<file path="config.mk">
export PLATFORM = sky130hd
export DESIGN_NAME = vref_select_ctl
export DESIGN_NICKNAME = d
export VERILOG_FILES = /design/src/vref_pkg.sv /design/src/vref_select_ctl.sv
export SDC_FILE = /design/constraint.sdc
export NUM_CORES = 1
export LEC_CHECK = 0
export BUFFER_PORTS_ARGS = -buffer_cell sky130_fd_sc_hd__buf_2
export CAP_MARGIN = 15
export CORE_MARGIN = 2
export CORE_UTILIZATION = 45
export CTS_BUF_LIST = sky130_fd_sc_hd__clkbuf_4
export DETAILED_ROUTE_END_ITERATION = 16
export PLACE_DENSITY = 0.78
export SYNTH_ARGS = -nofsm -noshare
export SYNTH_HDL_FRONTEND = slang
export SYNTH_SLANG_ARGS = --single-unit
</file>
<file path="constraint.sdc">
create_clock -name clk -period 1.5 [get_ports clk]
set_clock_uncertainty 0.15 [all_clocks]
set_input_delay 0.225 -clock clk [delete_from_list [all_inputs] [get_ports clk]]
set_output_delay 0.225 -clock clk [all_outputs]
set_load 0.005 [all_outputs]
</file>
<file path="src/vref_pkg.sv">
// Purpose: Shared constants and carriers for the reference select block
// Assumes: Avalon-MM byte addresses, 32-bit data, 8-bit ladder and latch registers, 4-bit select register
// Notes:   Register data sits in bits 7:0, status level in bits 14:8, other bits read zero
package vref_pkg;

  // ==========================================================
  // Register offsets
  localparam logic [3:0] OFS_LADDER = 4'h0;
  localparam logic [3:0] OFS_LATCH  = 4'h4;
  localparam logic [3:0] OFS_SELECT = 4'h8;
  localparam logic [3:0] OFS_STATUS = 4'hC;

  // ==========================================================
  // Field positions
  localparam int LAD_POWER_BIT  = 7;
  localparam int LAD_PIN_BIT    = 6;
  localparam int LAD_RANGE_BIT  = 5;
  localparam int LAD_SOURCE_BIT = 4;
  localparam int LAT_FIXED_BIT  = 0;
  localparam int SEL_CMP1_BIT   = 0;
  localparam int SEL_CMP2_BIT   = 1;
  localparam int SEL_ADCP_BIT   = 2;
  localparam int SEL_ADCN_BIT   = 3;

  // ==========================================================
  // Reset values and masks
  localparam logic [7:0] LADDER_RESET = 8'h00;
  localparam logic [7:0] LATCH_RESET  = 8'h00;
  localparam logic [3:0] SELECT_RESET = 4'h0;
  localparam logic [7:0] LATCH_RW_MASK = 8'hF1;

  // ==========================================================
  // Ladder level in 96ths of the source
  localparam logic [6:0] LOW_STEP   = 7'h04;
  localparam logic [6:0] HIGH_BASE  = 7'h18;
  localparam logic [6:0] HIGH_STEP  = 7'h03;

  // ==========================================================
  // Types
  typedef enum logic {BUS_IDLE, BUS_ACK} bus_e;
  typedef enum logic [1:0] {PIN2_IO, PIN2_LADDER, PIN2_VREF_NEG} pin2_mode_e;
  typedef enum logic {PIN3_IO, PIN3_VREF_POS} pin3_mode_e;
  typedef enum logic {POS_SUPPLY, POS_EXTERNAL} pos_src_e;
  typedef enum logic {NEG_GROUND, NEG_EXTERNAL} neg_src_e;

  typedef struct packed {
    logic       fixed_ref_on;
    logic       ladder_power;
    logic       ladder_current;
    logic       ladder_clamped;
    logic       range_low;
    logic       source_external;
    logic [3:0] tap;
    logic [6:0] level;
    logic       cmp1_ladder;
    logic       cmp2_ladder;
    pin2_mode_e pin2;
    pin3_mode_e pin3;
    pos_src_e   cmp_pos;
    neg_src_e   cmp_neg;
    pos_src_e   adc_pos;
    neg_src_e   adc_neg;
  } route_s;

endpackage

</file>
<file path="src/vref_select_ctl.sv">
// Purpose: Control of fixed reference, resistor ladder and reference routing
// Assumes: One 10 MHz clock, Avalon-MM slave with one wait cycle
// Notes:   Every output is registered from the next-state copy
//
// Functional notes
// - Enable bit set switches fixed reference on
// - Fast oscillator running forces fixed reference on
// - Cmp1 select routes ladder, enables current unless ladder clamped
// - Cmp2 select routes ladder, enables current unless ladder clamped
// - Both selects clear stop ladder current
// - Ladder bit 7 powers ladder circuit
// - Ladder bit 6 drives ladder to pin two unless select bit 3 is set
// - Ladder bit 5 one selects low range
// - Ladder bit 4 selects external source
// - Tap gives tap/24 or quarter plus tap/32
// - Two config bits pick ADC references
// - Source bit and pin output remap references
// - Power off, low range, tap zero grounds output
//
// The register addresses and the Avalon-MM slave port were chosen for this implementation.
`timescale 1ns/1ps

module vref_select_ctl (
  input  wire logic           clk,
  input  wire logic           reset_n,
  input  wire logic [3:0]     address,
  input  wire logic           read,
  input  wire logic           write,
  input  wire logic [31:0]    writedata,
  input  wire logic [3:0]     byteenable,
  output logic [31:0]         readdata,
  output logic                waitrequest,
  input  wire logic           fast_internal_osc_active,
  output vref_pkg::route_s    route
);

  // ==========================================================
  // State
  typedef struct packed {
    vref_pkg::bus_e   bus;
    logic             wait_req;
    logic [31:0]      rdata;
    logic [7:0]       ladder;
    logic [7:0]       latch;
    logic [3:0]       sel;
    vref_pkg::route_s rt;
  } ctl_s;

  ctl_s       state_r;
  ctl_s       state_nxt;
  logic [1:0] rst_sync_r;
  logic       rst_n;

  // ==========================================================
  // Reset release
  always_ff @(posedge clk or negedge reset_n) begin
    if (!reset_n) begin
      rst_sync_r <= 2'h0;
    end else begin
      rst_sync_r <= {rst_sync_r[0], 1'b1};
    end
  end
  assign rst_n = rst_sync_r[1];

  // ==========================================================
  // Helpers
  function automatic logic [6:0] ladder_level(
    input logic       low,
    input logic [3:0] tap
  );
    logic [6:0] t;
    t = {3'h0, tap};
    if (low) begin
      ladder_level = t * vref_pkg::LOW_STEP;
    end else begin
      ladder_level = vref_pkg::HIGH_BASE + t * vref_pkg::HIGH_STEP;
    end
  endfunction

  function automatic vref_pkg::route_s route_of(
    input logic [7:0] lad,
    input logic [7:0] lat,
    input logic [3:0] sel,
    input logic       osc
  );
    vref_pkg::route_s r;
    logic             pin_out;
    logic             cfg_p;
    logic             cfg_n;
    logic             ext;
    r = '0;
    ext     = lad[vref_pkg::LAD_SOURCE_BIT];
    cfg_p   = sel[vref_pkg::SEL_ADCP_BIT];
    cfg_n   = sel[vref_pkg::SEL_ADCN_BIT];
    pin_out = lad[vref_pkg::LAD_PIN_BIT] && !cfg_n;
    r.fixed_ref_on    = lat[vref_pkg::LAT_FIXED_BIT] || osc;
    r.ladder_power    = lad[vref_pkg::LAD_POWER_BIT];
    r.range_low       = lad[vref_pkg::LAD_RANGE_BIT];
    r.source_external = ext;
    r.tap             = lad[3:0];
    r.ladder_clamped  = !r.ladder_power && r.range_low && (r.tap == 4'h0);
    r.cmp1_ladder     = sel[vref_pkg::SEL_CMP1_BIT];
    r.cmp2_ladder     = sel[vref_pkg::SEL_CMP2_BIT];
    // Clamp setting wins so the zero-crossing mode draws no current
    r.ladder_current  = (r.cmp1_ladder || r.cmp2_ladder)
                        && !r.ladder_clamped;
    if (r.ladder_power) begin
      r.level = ladder_level(r.range_low, r.tap);
    end else begin
      r.level = 7'h00;
    end
    if (pin_out) begin
      r.pin2 = vref_pkg::PIN2_LADDER;
    end else if (ext || cfg_n) begin
      r.pin2 = vref_pkg::PIN2_VREF_NEG;
    end else begin
      r.pin2 = vref_pkg::PIN2_IO;
    end
    if (ext || cfg_p) begin
      r.pin3 = vref_pkg::PIN3_VREF_POS;
    end else begin
      r.pin3 = vref_pkg::PIN3_IO;
    end
    r.cmp_pos = ext ? vref_pkg::POS_EXTERNAL : vref_pkg::POS_SUPPLY;
    r.cmp_neg = (ext && !pin_out) ? vref_pkg::NEG_EXTERNAL
                                  : vref_pkg::NEG_GROUND;
    r.adc_pos = cfg_p ? vref_pkg::POS_EXTERNAL : vref_pkg::POS_SUPPLY;
    r.adc_neg = cfg_n ? vref_pkg::NEG_EXTERNAL : vref_pkg::NEG_GROUND;
    route_of = r;
  endfunction

  // ==========================================================
  // Next state
  always_comb begin
    logic wr_en;
    wr_en = 1'b0;
    state_nxt = state_r;
    case (state_r.bus)
      vref_pkg::BUS_IDLE: begin
        if (read || write) begin
          state_nxt.bus      = vref_pkg::BUS_ACK;
          state_nxt.wait_req = 1'b0;
          state_nxt.rdata    = 32'h0000_0000;
          if (read) begin
            if (address == vref_pkg::OFS_LADDER) begin
              state_nxt.rdata[7:0] = state_r.ladder;
            end else if (address == vref_pkg::OFS_LATCH) begin
              state_nxt.rdata[7:0] = state_r.latch;
            end else if (address == vref_pkg::OFS_SELECT) begin
              state_nxt.rdata[3:0] = state_r.sel;
            end else if (address == vref_pkg::OFS_STATUS) begin
              state_nxt.rdata[0]    = state_r.rt.fixed_ref_on;
              state_nxt.rdata[1]    = state_r.rt.ladder_current;
              state_nxt.rdata[2]    = state_r.rt.ladder_power;
              state_nxt.rdata[3]    = state_r.rt.ladder_clamped;
              state_nxt.rdata[14:8] = state_r.rt.level;
            end
          end
        end
      end
      vref_pkg::BUS_ACK: begin
        state_nxt.bus      = vref_pkg::BUS_IDLE;
        state_nxt.wait_req = 1'b1;
        wr_en = write && byteenable[0];
      end
      default: begin
        state_nxt.bus      = vref_pkg::BUS_IDLE;
        state_nxt.wait_req = 1'b1;
      end
    endcase
    if (wr_en) begin
      if (address == vref_pkg::OFS_LADDER) begin
        state_nxt.ladder = writedata[7:0];
      end else if (address == vref_pkg::OFS_LATCH) begin
        // Pulse bits and the unused bit never hold a one
        state_nxt.latch = writedata[7:0] & vref_pkg::LATCH_RW_MASK;
      end else if (address == vref_pkg::OFS_SELECT) begin
        state_nxt.sel = writedata[3:0];
      end
    end
    state_nxt.rt = route_of(state_nxt.ladder, state_nxt.latch,
                            state_nxt.sel, fast_internal_osc_active);
  end

  // ==========================================================
  // Registers
  always_ff @(posedge clk or negedge rst_n) begin
    if (!rst_n) begin
      state_r          <= '0;
      state_r.bus      <= vref_pkg::BUS_IDLE;
      state_r.wait_req <= 1'b1;
      state_r.ladder   <= vref_pkg::LADDER_RESET;
      state_r.latch    <= vref_pkg::LATCH_RESET;
      state_r.sel      <= vref_pkg::SELECT_RESET;
    end else begin
      state_r <= state_nxt;
    end
  end

  assign readdata    = state_r.rdata;
  assign waitrequest = state_r.wait_req;
  assign route       = state_r.rt;

  logic wr_done;
  assign wr_done = write && !waitrequest && byteenable[0];
endmodule

</file>
=== After elaboration in Yosys (flattened, before gate mapping) ===
Index checks and enable logic that the tools add are counted.

* Multiply operators: 1
* Div/mod/pow operators: 0
* Add/subtract/negate cells: 1
* Muxes and demuxes: 28
* Bitwise gates (word level): 2
* Reductions and logical operators: 19
* Order comparisons: 0
* Shift-type cells: 0
* Equal/unequal tests: 4

{| class="wikitable"
|+ Operators by type and width
! kind !! number
|-
| $mux W7 || 6
|-
| $mux W34 || 1
|-
| $mux W4 || 6
|-
| $mux W8 || 3
|-
| $mux W20 || 1
|-
| $mux W15 || 1
|-
| $mux W12 || 1
|-
| $eq A4 B4 Y1 const B || 2
|-
| $logic_not A4 Y1 || 2
|-
| $add A5 B6 Y7 const A || 1
|-
| $logic_and A1 B1 Y1 || 6
|-
| $mul A4 B2 Y6 const B || 1
|-
| $mux W1 || 6
|-
| $logic_or A1 B1 Y1 || 5
|-
| $eq A4 B3 Y1 const B || 1
|-
| $logic_not A1 Y1 || 4
|-
| $mux W2 || 2
|-
| $pmux W2 S2 || 1
|-
| $reduce_and A3 Y1 || 1
|-
| $ne A2 B2 Y1 const B || 1
|-
| $not A1 Y1 || 2
|-
| $reduce_and A2 Y1 || 1
|}

* Bits in latches: 0
* Output and inout bits: 59
* Logic and storage cells: 79
* Bits in read-only memories: 0
* Input port bits: 45
* Memories kept: 0
* Memory bits (writable): 0
* Flip-flop bits (word level): 62

=== Longest topological paths before layout ===
Gate-level depths: netlist of run 1.

* Depth in word-level cells: 10
* Mapped depth: 14

=== Least setup slack after synthesis of run 1 ===
Ideal clock, no wire load.

* Kind: input-to-reg
* Start: input port address[3]
* End: register state_r, in the netlist route[13]
* Data required time: 1.278 ns
* Arrival: 2.738 ns
* Slack: -1.460 ns
* Path buffers: 2
* Cell stages on the path: 12
* Library setup time: 0.072 ns
* Cell sequence: buf_6 or4_4 buf_6 o21ai_0 and2_1 ha_1 inv_1 fa_1 xnor2_1 a2111oi_0 a21oi_1 nor2_1

{| class="wikitable"
|+ RTL lines
! element !! line !! RTL
|-
| start, declared || vref_select_ctl.sv:26 || <nowiki>input wire logic [3:0] address,</nowiki>
|-
| end signal, assigned || vref_select_ctl.sv:196 || <nowiki>state_r <= state_nxt;</nowiki>
|-
| end, declared || vref_select_ctl.sv:49 || <nowiki>ctl_s state_r;</nowiki>
|}

==> run_results.csv, run 1 <==
group,metric,value,unit
run_status,status,"complete, but fails checks",
run_status,violations,"hold timing, setup timing",
place,detailedPlacementHpwl,5100,um
power_and_ir_drop,power_leakage,1.98,nW
worst_setup_path,setup.worst_path.start_class,"register",
route,vias_per_cell,5.26,
worst_hold_path,hold_class,"in2reg",
cells_and_area,stdcell_count,433,
synthesis,unique_masters_post_synth,49,
synthesis,synth_ff_type,"sky130_fd_sc_hd__dfrtp_1",
grt,grt_start_max_net_pins,34,
cells_and_area,nets,408,
timing,slew_viol_final,0,
synthesis,synthesis.area_per_instance,10.3,um2
route,routed-via-count,2276,
place,numPortBuffers,59,
power_and_ir_drop,p_per_area,866,mW/mm2
place,gpl.final_weighted_congestion,0.918,
worst_hold_path,whs_path_depth,3,
synthesis,synth-adder-area-share,3.27,%
worst_hold_path,worst_hold_startpoint,"writedata[2]",
timing,setup_tns,-8.88,ns
clock_tree,cts_buffers,5,
timing,post-route-period-util,170,%
worst_hold_path,min_to,"route[18]$_DFF_PN0_",
route,drtIter0Drc,179,
synthesis,yosys-mux-area-fraction,5.41,%
worst_setup_path,ff2ff_path_depth,13,
synthesis,syn_inst,268,
synthesis,xor_and_xnor_fraction_of_the_mapped_netlist_area,0.318,%
timing,count_of_final_hold_check_violations,2,
worst_setup_path,worstSetupEndpointType,"register",
cells_and_area,diodes,0,
route,ant_nets,0,
floorplanning,chipWidth,82.2,um
clock_tree,clkSinkCount,50,
place,placed_cells_incl_taps,400,
timing,worst_setup_slack_after_layout,-1.05,ns
route,drc_errors,0,
synthesis,yosys_register_bits,50,
grt,first_pass_grt_wire_length,11100,um
worst_setup_path,critPathKind,"reg2reg",
timing,setup_viol_count_final,34,
grt,grt_overflow_total,0,
synthesis,synth_edf_count,0,
clock_tree,postCtsHoldBufs,5,
clock_tree,cts_tree,"yes",
worst_setup_path,rr_startpoint,"state_r[79]$_DFF_PN0_",
synthesis,synth-compound-area-share,11.6,%
floorplanning,pin_count,104,
timing,holdWs,-0.0102,ns
synthesis,ys_warn_count,0,
timing,max_freq,392,MHz
grt,grt_antenna_before_repair,1,
power_and_ir_drop,p_clk_share,19.5,%
worst_setup_path,reg2reg_slack,-1.05,ns
power_and_ir_drop,power.switching_fraction,32.0,%
cells_and_area,post_route_cells_drive_above_1_share,53.9,%
worst_setup_path,crit_path_max_fanout,4,
place,worst_slack_after_detailed_placement,-1.40,ns
clock_tree,ctsLongestPathBuffers,2,
cells_and_area,layout-area-overhead-vs-synth,38.0,%
floorplanning,die_h,82.2,um
run,maxCapViolCount,0,
timing,rsz_0062_raised_after_global_routing,"true",
synthesis,postSynth.asyncResetShare,100,%
route,postRouteWirelength,7400,um
clock_tree,clock_tree.htree_level_count,2,
grt,gr-usage-all-layers,22.4,%
floorplanning,rows,28,
grt,first_global_vias,2241,
synthesis,yosys.area_share.simple,15.1,%
floorplanning,coreArea,0.00592,mm2
clock_tree,clock_latency_at_the_later_pin_of_the_worst_skew_pair,0.38,ns
synthesis,synth.yosys.seq_area_share,45.5,%
worst_setup_path,regToRegEndpoint,"route[13]$_DFF_PN0_",
power_and_ir_drop,seq_power_share,48.3,%
power_and_ir_drop,combinationalPowerShare,32.2,%
floorplanning,die-area,0.00676,mm2
power_and_ir_drop,peakVddDrop,400,uV
clock_tree,clkSlewWorstSetupHoldPaths,0.14,ns
worst_setup_path,arrival,2.71,ns
power_and_ir_drop,netSwitchingPower,1.05,mW
timing,finalWorstPathRequiredPeriod,2.55,ns
power_and_ir_drop,p_int,2.24,mW
floorplanning,floorplan.initialDensity,46.5,%
clock_tree,clk_root_buffer_cell,"sky130_fd_sc_hd__clkbuf_4",
synthesis,largest_family_of_logic_cells_by_synthesized_area,"buffers and inverters",
synthesis,syn_area,0.00275,mm2
worst_setup_path,worst_ep_required_time,1.67,ns
route,avgRoutedWirePerCell,17.1,um
route,first_pass_iters,4,
power by group through the flow:
stage / Combinational, mW / Sequential, mW / Clock, mW
floorplan: 0.545 / 1.60 / 0
global placement: 0.768 / 1.59 / 0
detailed placement: 0.783 / 1.60 / 0
CTS: 0.958 / 1.58 / 0.668
global route: 1.14 / 1.60 / 0.709
finish: 1.06 / 1.59 / 0.642
registers in the layout, summed over array words and instances, names as in the netlist:
signal       flops
readdata        15
route           18
waitrequest      1
state_r         14
rst_sync_r       2
layer usage:
metal	GRT usage [%]	vias up	share of wire (%)
li1	-	1033	-
met1	28.0	1115	40
met2	38.0	106	51
met3	4.02	20	6.0
met4	9.67	2	2.8
met5	0	-	0.15
logic make-up (layout without fill, tap and decap cells):
| logic type | after synthesis | count (layout) |
|---|---|---|
| buf+inv | 74 | 148 |
| compound gates | 46 | 46 |
| flops | 50 | 50 |
| simple gates | 75 | 75 |
| xor+xnor | 1 | 1 |
| fa+ha+maj | 6 | 6 |
| other cells | 2 | 18 |
| mux | 14 | 14 |
layout make-up:
class / count / area (um2)
well taps: 75 / 93.8
clock buffers: 6 / 45.0
flip-flops and latches: 50 / 1250
inverters: 10 / 37.5
repair buffers: 130 / 975
multi-input cells: 160 / 1380
fillers: 440 / 2120
clock inverters: 2 / 15.0
worst max-delay path: stages, from the launching register on:
cell	delay, ns
sky130_fd_sc_hd__dfrtp_1	0.40
sky130_fd_sc_hd__buf_6	0.12
sky130_fd_sc_hd__nand3_4	0.12
sky130_fd_sc_hd__nor2_8	0.15
sky130_fd_sc_hd__nand2_2	0.10
sky130_fd_sc_hd__nand2_2	0.12
sky130_fd_sc_hd__ha_4	0.15
sky130_fd_sc_hd__ha_4	0.13
sky130_fd_sc_hd__inv_2	0.04
sky130_fd_sc_hd__fa_2	0.36
sky130_fd_sc_hd__xnor2_2	0.17
sky130_fd_sc_hd__a2111oi_4	0.33
sky130_fd_sc_hd__a21oi_2	0.07
sky130_fd_sc_hd__nor2_1	0.10
how the worst max path moves through the flow:
| stage | startpoint | endpoint | slack, ns | cells past startpoint |
|---|---|---|---|---|
| detailed placement | address[2] | route[13]$_DFF_PN0_ | -1.40 | 13 |
| global route | state_r[79]$_DFF_PN0_ | route[13]$_DFF_PN0_ | -1.14 | 13 |
| finish | state_r[79]$_DFF_PN0_ | route[13]$_DFF_PN0_ | -1.05 | 13 |
| floorplan | address[3] | route[13]$_DFF_PN0_ | -1.23 | 14 |
| CTS | state_r[79]$_DFF_PN0_ | route[13]$_DFF_PN0_ | -1.04 | 12 |
| global placement | address[2] | route[13]$_DFF_PN0_ | -1.31 | 13 |
cell usage in the layout (no fill, tap or decap), types with 2 or more instances in the layout:
master                           n
sky130_fd_sc_hd__nand3b_1        2
sky130_fd_sc_hd__inv_1           8
sky130_fd_sc_hd__inv_2           2
sky130_fd_sc_hd__nand2b_1        2
sky130_fd_sc_hd__clkinvlp_4      2
sky130_fd_sc_hd__buf_6          27
sky130_fd_sc_hd__or4_4           2
sky130_fd_sc_hd__nand3_1         6
sky130_fd_sc_hd__nor2b_4         2
sky130_fd_sc_hd__mux2i_1         7
sky130_fd_sc_hd__clkbuf_4        6
sky130_fd_sc_hd__o211ai_1        2
sky130_fd_sc_hd__nand2_1        21
sky130_fd_sc_hd__and3_1          2
sky130_fd_sc_hd__dlygate4sd3_1   5
sky130_fd_sc_hd__nand3_4         3
sky130_fd_sc_hd__a22o_1          8
sky130_fd_sc_hd__nor3_1          2
sky130_fd_sc_hd__o21ai_2         4
sky130_fd_sc_hd__buf_2          56
sky130_fd_sc_hd__o21ai_0         6
sky130_fd_sc_hd__buf_4          40
sky130_fd_sc_hd__o21ai_1         9
sky130_fd_sc_hd__nand2_4         8
sky130_fd_sc_hd__a21oi_2         2
sky130_fd_sc_hd__ha_4            3
sky130_fd_sc_hd__nand2_2         4
sky130_fd_sc_hd__dfrtp_1        48
sky130_fd_sc_hd__mux2_4          7
sky130_fd_sc_hd__nand3_2         2
sky130_fd_sc_hd__nor2_1          4
sky130_fd_sc_hd__buf_12          2
sky130_fd_sc_hd__conb_1         18
sky130_fd_sc_hd__a31oi_1         2
timing repair:
item | 4_1_cts | 5_1_grt
buffers inserted | 16 | 10
gates resized for setup | 63 | 27
hold endpoints to repair | 12 | 2
endpoints found under the setup margin | 32 | 44
pin swaps | 28 | 15
synthesized netlist by cell type (4+ instances only):
cell	number	area, um2
sky130_fd_sc_hd__buf_4	58	435
sky130_fd_sc_hd__ha_1	4	50.1
sky130_fd_sc_hd__mux2i_1	7	70.1
sky130_fd_sc_hd__nor2_1	4	15.0
sky130_fd_sc_hd__o21ai_0	18	90.1
sky130_fd_sc_hd__nor2b_1	4	25.0
sky130_fd_sc_hd__nand2_1	33	124
sky130_fd_sc_hd__dfrtp_1	49	1230
sky130_fd_sc_hd__nand3_1	11	55.1
sky130_fd_sc_hd__inv_1	10	37.5
sky130_fd_sc_hd__a22o_1	8	70.1
sky130_fd_sc_hd__mux2_2	7	78.8
through the flow:
| step | instance area, um2 | power [mW] | utilization [%] |
|---|---|---|---|
| after floorplan | 2940 | 2.14 | - |
| after global placement | 3210 | 2.36 | 54.2 |
| after detailed placement | 3210 | 2.38 | 54.2 |
| after CTS | 3660 | 3.20 | 61.8 |
| after global routing | 3800 | 3.45 | 64.1 |
| final | 3800 | 3.29 | 64.1 |
Note: power is estimated with default switching activity, not from simulation.
==> inputs of run 2 (changes only) <==
--- a/config.mk
+++ b/config.mk
@@ -5,13 +5,14 @@
 export SDC_FILE = /design/constraint.sdc
 export NUM_CORES = 1
 export LEC_CHECK = 0
+export ABC_AREA = 1
 export BUFFER_PORTS_ARGS = -buffer_cell sky130_fd_sc_hd__buf_2
 export CAP_MARGIN = 15
 export CORE_MARGIN = 2
 export CORE_UTILIZATION = 45
 export CTS_BUF_LIST = sky130_fd_sc_hd__clkbuf_4
 export DETAILED_ROUTE_END_ITERATION = 16
-export PLACE_DENSITY = 0.78
+export PLACE_DENSITY = 0.77
 export SYNTH_ARGS = -nofsm -noshare
 export SYNTH_HDL_FRONTEND = slang
 export SYNTH_SLANG_ARGS = --single-unit
==> run 2 against run 1 <==
The flow finishes with violations (setup timing); sequential power up 6%; combinational power up 15%; non-clock buffer count down 15; critical path depth stayed put; critical path type unchanged; largest cell class is now flip-flops and latches; highest routed layer is now met4.
==> run_results.csv, run 2 <==
group,metric,value,unit
run_status,status,"complete, but fails checks",
run_status,violations,"setup timing",
cells_and_area,final_core_utilization,58.9,%
cells_and_area,post_route_cells_drive_above_1_share,47.0,%
floorplanning,pin_count,104,
worst_setup_path,arrival,2.40,ns
timing,max_freq,443,MHz
clock_tree,cts_tree,"yes",
timing,post-route-period-util,151,%
timing,worst_setup_slack_after_layout,-0.759,ns
synthesis,synth.most_common_cell,"sky130_fd_sc_hd__buf_4",
power_and_ir_drop,finalPower,3.71,mW
power_and_ir_drop,p_per_area,1080,mW/mm2
grt,grt_start_max_net_pins,26,
route,postRouteWirelength,6530,um
route,avgRoutedWirePerCell,14.7,um
clock_tree,cts_buffers,5,
synthesis,post_synth_main_area_contributors,"sky130_fd_sc_hd__dfrtp_1, sky130_fd_sc_hd__buf_4, sky130_fd_sc_hd__nand2_1, sky130_fd_sc_hd__inv_1, sky130_fd_sc_hd__a32o_1",
worst_hold_path,hold_class,"reg2async",
route,routed-via-count,2154,
place,detailedPlacementHpwl,4590,um
worst_setup_path,critPathKind,"reg2reg",
worst_setup_path,crit_path_max_fanout,3,
synthesis,ys_warn_count,0,
floorplanning,chipWidth,81.4,um
synthesis,yosys.area_share.simple,17.9,%
route,drc_errors,0,
synthesis,synthTopCellsByCount,"sky130_fd_sc_hd__buf_4, sky130_fd_sc_hd__nand2_1, sky130_fd_sc_hd__dfrtp_1",
grt,grt_antenna_before_repair,0,
timing,slew_viol_final,0,
synthesis,yosys.area.top_type,"sky130_fd_sc_hd__dfrtp_1",
place,numPortBuffers,59,
power_and_ir_drop,power_leakage,1.87,nW
synthesis,yosys_register_bits,50,
synthesis,yosys-mux-area-fraction,0.835,%
worst_setup_path,ff2ff_path_depth,13,
worst_setup_path,worstSetupEndpointType,"register",
cells_and_area,nets,418,
clock_tree,clock_tree.htree_level_count,2,
route,vias_per_cell,4.86,
worst_setup_path,setup.worst_path.start_class,"register",
route,drtIter0Drc,156,
route,ant_nets,0,
cells_and_area,max_ffs_per_register,18,
grt,first_global_vias,2077,
clock_tree,clk_root_buffer_cell,"sky130_fd_sc_hd__clkbuf_4",
cells_and_area,layout.cells.most_common,"sky130_fd_sc_hd__buf_2",
clock_tree,ctsLongestPathBuffers,2,
clock_tree,clkSlewWorstSetupHoldPaths,0.14,ns
synthesis,largest_family_of_logic_cells_by_synthesized_area,"buffers and inverters",
cells_and_area,layout-area-overhead-vs-synth,27.7,%
synthesis,postSynth.asyncResetShare,100,%
synthesis,xor_and_xnor_fraction_of_the_mapped_netlist_area,0,%
synthesis,synth_edf_count,0,
floorplanning,floorplan.initialDensity,46.1,%
place,worst_slack_after_detailed_placement,-0.825,ns
route,first_pass_iters,5,
cells_and_area,stdcell_count,443,
place,placed_cells_incl_taps,420,
cells_and_area,diodes,0,
synthesis,synth-compound-area-share,10.0,%
synthesis,syn_inst,289,
grt,gr-usage-all-layers,18.8,%
floorplanning,coreArea,0.00585,mm2
grt,grt_overflow_total,0,
run,maxCapViolCount,0,
timing,setup_viol_count_final,23,
synthesis,synth.yosys.seq_area_share,46.4,%
synthesis,fraction_of_post_synthesis_cell_area_in_the_top_cell_type_by_area,45.5,%
clock_tree,clkSinkCount,50,
synthesis,unique_masters_post_synth,37,
floorplanning,die-area,0.00663,mm2
synthesis,syn_area,0.00270,mm2
clock_tree,clock_latency_at_the_later_pin_of_the_worst_skew_pair,0.38,ns
grt,first_pass_grt_wire_length,9490,um
synthesis,synth-adder-area-share,3.34,%
place,gpl.final_weighted_congestion,0.857,
cells_and_area,layout.cells.most_common_list,"sky130_fd_sc_hd__buf_2, sky130_fd_sc_hd__dfrtp_1, sky130_fd_sc_hd__nand2_1, sky130_fd_sc_hd__buf_4, sky130_fd_sc_hd__inv_1",
timing,rsz_0062_raised_after_global_routing,"true",
floorplanning,die_h,81.4,um
timing,count_of_final_hold_check_violations,0,
synthesis,synthesis.area_per_instance,9.33,um2
worst_setup_path,worst_ep_required_time,1.64,ns
synthesis,synth_ff_type,"sky130_fd_sc_hd__dfrtp_1",
power_and_ir_drop,peakVddDrop,606,uV
floorplanning,rows,28,
timing,finalWorstPathRequiredPeriod,2.26,ns
==> run 2: kinds of logic (layout without fill, tap and decap cells) <==
family,count (synthesis),after routing
adder cells (fa/ha/maj),6,6
AND/OR/NAND/NOR,98,98
multiplexers,2,2
buffers and inverters,92,155
flip-flops,50,50
AO/OA/AOI/OAI,39,39
other,2,18
==> run 2: final timing paths <==
kind	from	endpoint	slack, ns
min in group clk	writedata[1]	route[17]$_DFF_PN0_	0.06
max reg2reg	state_r[79]$_DFF_PN0_	route[13]$_DFF_PN0_	-0.76
max	state_r[79]$_DFF_PN0_	route[13]$_DFF_PN0_	-0.76
min reg2reg	rst_sync_r[1]$_DFF_PN0_	state_r[36]$_DFFE_PN0P_	0.02
min	rst_sync_r[1]$_DFF_PN0_	state_r[36]$_DFFE_PN0P_	0.02
max in group asynchronous	reset_n	rst_sync_r[1]$_DFF_PN0_	0.53
==> run 2: per-stage QoR <==
step | instance area (um2) | hold slack [ns] | TNS (ns)
finish | 3450 | 0.0197 | -4.97
global route | 3450 | 0.0494 | -6.89
CTS | 3270 | 0.0246 | -4.12
detailed placement | 3060 | -0.139 | -5.82
global placement | 3060 | -0.141 | -4.94
floorplan | 2800 | -0.221 | -3.00
==> run 2: worst max-delay path, stage by stage (launching register included) <==
cell and delay, ns:
sky130_fd_sc_hd__dfrtp_2 0.44, sky130_fd_sc_hd__nand2_2 0.07, sky130_fd_sc_hd__nor2_4 0.13, sky130_fd_sc_hd__nand4_1 0.14, sky130_fd_sc_hd__nand2_2 0.13, sky130_fd_sc_hd__inv_2 0.06
sky130_fd_sc_hd__ha_4 0.27, sky130_fd_sc_hd__ha_4 0.12, sky130_fd_sc_hd__inv_2 0.03, sky130_fd_sc_hd__fa_2 0.33, sky130_fd_sc_hd__nand2_1 0.09, sky130_fd_sc_hd__nand2_1 0.07
sky130_fd_sc_hd__nor2_1 0.09, sky130_fd_sc_hd__nor2_1 0.05
==> run 2: metal layers <==
metal	up-vias	track usage (%)	part of all wire, %
met5	-	0	0
met2	80	31.8	50
li1	1003	-	-
met1	1058	25.2	44
met3	13	1.65	4.1
met4	0	6.95	2.3
==> run 2: report_power, final <==
group	switching, mW	internal [mW]
Sequential	0.133	1.55
Clock	0.415	0.390
Combinational	0.632	0.590
Total	1.18	2.53
==> run 2: final cells by class <==
| type | instances | area, um2 |
|---|---|---|
| Clock buffer | 7 | 52.6 |
| Clock inverter | 1 | 30.0 |
| Fill cell | 475 | 2400 |
| Inverter | 31 | 116 |
| Multi-Input combinational cell | 163 | 1100 |
| Sequential cell | 50 | 1250 |
| Tap cell | 75 | 93.8 |
| Timing Repair Buffer | 115 | 791 |
| Timing Repair inverter | 1 | 7.51 |
==> run 2: repair_timing <==
item | CTS | global route
setup endpoints to repair | 25 | 38
pin swaps | 6 | 4
hold buffers | 8 | 0
resized for setup | 12 | 37
endpoints found under the hold margin | 9 | 0
setup buffers | 2 | 4
gates cloned | 0 | 1
==> inputs of run 3 (changes only) <==
--- a/config.mk
+++ b/config.mk
@@ -11,8 +11,10 @@
 export CORE_MARGIN = 2
 export CORE_UTILIZATION = 45
 export CTS_BUF_LIST = sky130_fd_sc_hd__clkbuf_4
+export CTS_CLUSTER_DIAMETER = 30
 export DETAILED_ROUTE_END_ITERATION = 16
 export PLACE_DENSITY = 0.77
+export REMOVE_ABC_BUFFERS = 1
 export SYNTH_ARGS = -nofsm -noshare
 export SYNTH_HDL_FRONTEND = slang
 export SYNTH_SLANG_ARGS = --single-unit
==> run 3 against run 2 <==
Total power rose by 13%; utilization increased by 6.4 points; clock power grew 3.4%; highest routed layer unchanged; the flow still finishes with violations (setup timing); via count grew 9.8%; register-to-register slack worse by 0.04 ns; maximum frequency is 1.8% lower; first-iteration DRC count is 15% lower; sequential share of layout area shrank 3.6 points; non-clock buffer count increased by 21; critical path depth is 1 lower; sequential cell count did not move; hold slack better by 0.040 ns.
==> run_results.csv, run 3 (same netlist as run 2, synthesis figures left out) <==
group,metric,value,unit
route,vias_per_cell,5.10,
timing,setup_viol_count_final,30,
worst_setup_path,path_cells,"nand3_4 > nor2_8 > nand2_2 > nand2_2 > inv_2 > ha_4 > fa_1 > a31o_2 > nand2_2 > nand2_2 > nand2_2 > inv_2",
timing,slew_viol_final,0,
floorplanning,chipWidth,81.4,um
power_and_ir_drop,power_leakage,2.03,nW
worst_setup_path,worst_ep_required_time,1.65,ns
timing,holdWs,0.0597,ns
worst_setup_path,slowest_stage,"sky130_fd_sc_hd__fa_1",
clock_tree,cts_buffers,5,
power_and_ir_drop,seq_power_share,40.8,%
power_and_ir_drop,p_int,2.73,mW
place,detailedPlacementHpwl,4680,um
worst_setup_path,setup.worst_path.start_class,"register",
power_and_ir_drop,finalPower,4.18,mW
worst_setup_path,worstSetupEndpointType,"register",
run,maxCapViolCount,0,
grt,gr-usage-all-layers,23.3,%
run_status,status,"complete, but fails checks",
power_and_ir_drop,peakVddDrop,505,uV
route,drc_errors,0,
worst_hold_path,hold_class,"in2reg",
clock_tree,ctsLongestPathBuffers,2,
clock_tree,cts_tree,"yes",
route,first_pass_iters,4,
route,drtIter0Drc,132,
cells_and_area,nets,439,
cells_and_area,layout-area-overhead-vs-synth,41.6,%
worst_setup_path,regToRegEndpoint,"route[14]$_DFF_PN0_",
power_and_ir_drop,netSwitchingPower,1.45,mW
grt,first_pass_grt_wire_length,11400,um
cells_and_area,max_ffs_per_register,18,
worst_setup_path,timing.critical_path.mode_cell,"sky130_fd_sc_hd__nand2_2",
place,worst_slack_after_detailed_placement,-0.847,ns
worst_setup_path,critical_path.max_stage_delay,0.45,ns
worst_setup_path,critPathKind,"reg2reg",
clock_tree,clk_root_buffer_cell,"sky130_fd_sc_hd__clkbuf_4",
grt,grt_start_max_net_pins,20,
clock_tree,clock_latency_at_the_later_pin_of_the_worst_skew_pair,0.39,ns
cells_and_area,post_route_cells_drive_above_1_share,55.8,%
worst_setup_path,ff2ff_path_depth,12,
clock_tree,clkSlewWorstSetupHoldPaths,0.16,ns
place,gpl.final_weighted_congestion,0.923,
power_and_ir_drop,p_per_area,1090,mW/mm2
cells_and_area,layout.cells.most_common,"sky130_fd_sc_hd__buf_2",
timing,setup_tns,-9.47,ns
worst_setup_path,rr_startpoint,"state_r[79]$_DFF_PN0_",
clock_tree,clock_tree.htree_level_count,2,
route,postRouteWirelength,8300,um
timing,rsz_0062_raised_after_global_routing,"true",
worst_hold_path,whs_path_depth,4,
floorplanning,floorplan.initialDensity,46.1,%
clock_tree,clkSinkCount,50,
place,numPortBuffers,59,
worst_setup_path,crit_path_max_fanout,5,
worst_setup_path,arrival,2.45,ns
floorplanning,die-area,0.00663,mm2
timing,post-route-period-util,153,%
run_status,violations,"setup timing",
worst_setup_path,reg2reg_slack,-0.80,ns
worst_hold_path,worst_hold_startpoint,"writedata[1]",
floorplanning,pin_count,104,
worst_hold_path,min_to,"state_r[27]$_DFF_PN0_",
grt,grt_overflow_total,0,
cells_and_area,diodes,0,
route,ant_nets,0,
cells_and_area,layout.cells.most_common_list,"sky130_fd_sc_hd__buf_2, sky130_fd_sc_hd__dfrtp_1, sky130_fd_sc_hd__buf_4, sky130_fd_sc_hd__nand2_1, sky130_fd_sc_hd__buf_6",
route,avgRoutedWirePerCell,17.9,um
timing,finalWorstPathRequiredPeriod,2.30,ns
power_and_ir_drop,p_clk_share,19.9,%
route,routed-via-count,2366,
timing,worst_setup_slack_after_layout,-0.800,ns
grt,grt_antenna_before_repair,0,
power_and_ir_drop,combinationalPowerShare,39.3,%
power_and_ir_drop,power.switching_fraction,34.7,%
floorplanning,die_h,81.4,um
grt,first_global_vias,2242,
timing,max_freq,435,MHz
floorplanning,coreArea,0.00585,mm2
timing,count_of_final_hold_check_violations,0,
floorplanning,rows,28,
## run 3: cell types whose count changed in the layout (fill, tap and decap cells not counted), sizes merged
cell	change
buf	+20
clkbuf	-1
clkinvlp	+1
dlygate4sd3	+1
## run 3: how the worst max path moves through the flow
stage,startpoint,endpoint,slack [ns]
after detailed placement,address[2],route[14]$_DFF_PN0_,-0.85
after CTS,state_r[79]$_DFF_PN0_,route[14]$_DFF_PN0_,-0.73
after floorplan,state_r[79]$_DFF_PN0_,route[13]$_DFF_PN0_,-0.78
final,state_r[79]$_DFF_PN0_,route[14]$_DFF_PN0_,-0.80
after global routing,state_r[79]$_DFF_PN0_,route[14]$_DFF_PN0_,-0.89
after global placement,address[2],route[13]$_DFF_PN0_,-0.78
## run 3: layout make-up
cell class                      count  area, um2
Fill cell                         415       2030
Sequential cell                    50       1250
Multi-Input combinational cell    163       1240
Timing Repair Buffer              136       1010
Inverter                           31        124
Tap cell                           75       93.8
Clock buffer                        6       45.0
Clock inverter                      2       37.5
Timing Repair inverter              1       7.51
## run 3: per-layer routing
layer / vias to the layer above / share of wire, % / GRT usage, % / routed length [um]
met1: 1171 / 38 / 28.2 / 3150
met4: 0 / 4.3 / 10.5 / 356
met2: 121 / 51 / 39.9 / 4270
li1: 1045 / - / - / -
met3: 29 / 6.3 / 4.95 / 523
met5: - / 0 / 0 / 0
## run 3: worst max-delay path, delay by kind of cell, from the launching register on
kind	cells	cell delay (ns)
fa+ha+maj	2	0.61
flops	1	0.43
compound gates	1	0.28
simple gates	7	0.65
buf+inv	2	0.10
## run 3: what timing repair did
item | 4_1_cts | 5_1_grt
setup endpoints to repair | 29 | 41
hold buffers | 8 | 1
endpoints found under the hold margin | 8 | 1
resized for setup | 59 | 66
cloned | 0 | 1
buffers inserted | 34 | 13
pin swaps | 18 | 20
## run 3: power groups by stage
stage | Combinational (mW) | Clock, mW | Sequential [mW]
2_1_floorplan | 0.438 | 0 | 1.72
3_3_place_gp | 0.920 | 0 | 1.70
3_5_place_dp | 0.952 | 0 | 1.71
4_1_cts | 1.28 | 0.802 | 1.68
5_1_grt | 1.76 | 0.882 | 1.73
6_report | 1.64 | 0.832 | 1.71
## run 3: stage by stage
stage | util, % | instance area, um2 | cells
final | 65.3 | 3820 | 464
after global routing | 65.3 | 3820 | 464
after CTS | 59.9 | 3510 | 452
after detailed placement | 51.1 | 2990 | 414
after global placement | 51.1 | 2990 | 414
after floorplan | - | 2300 | 244
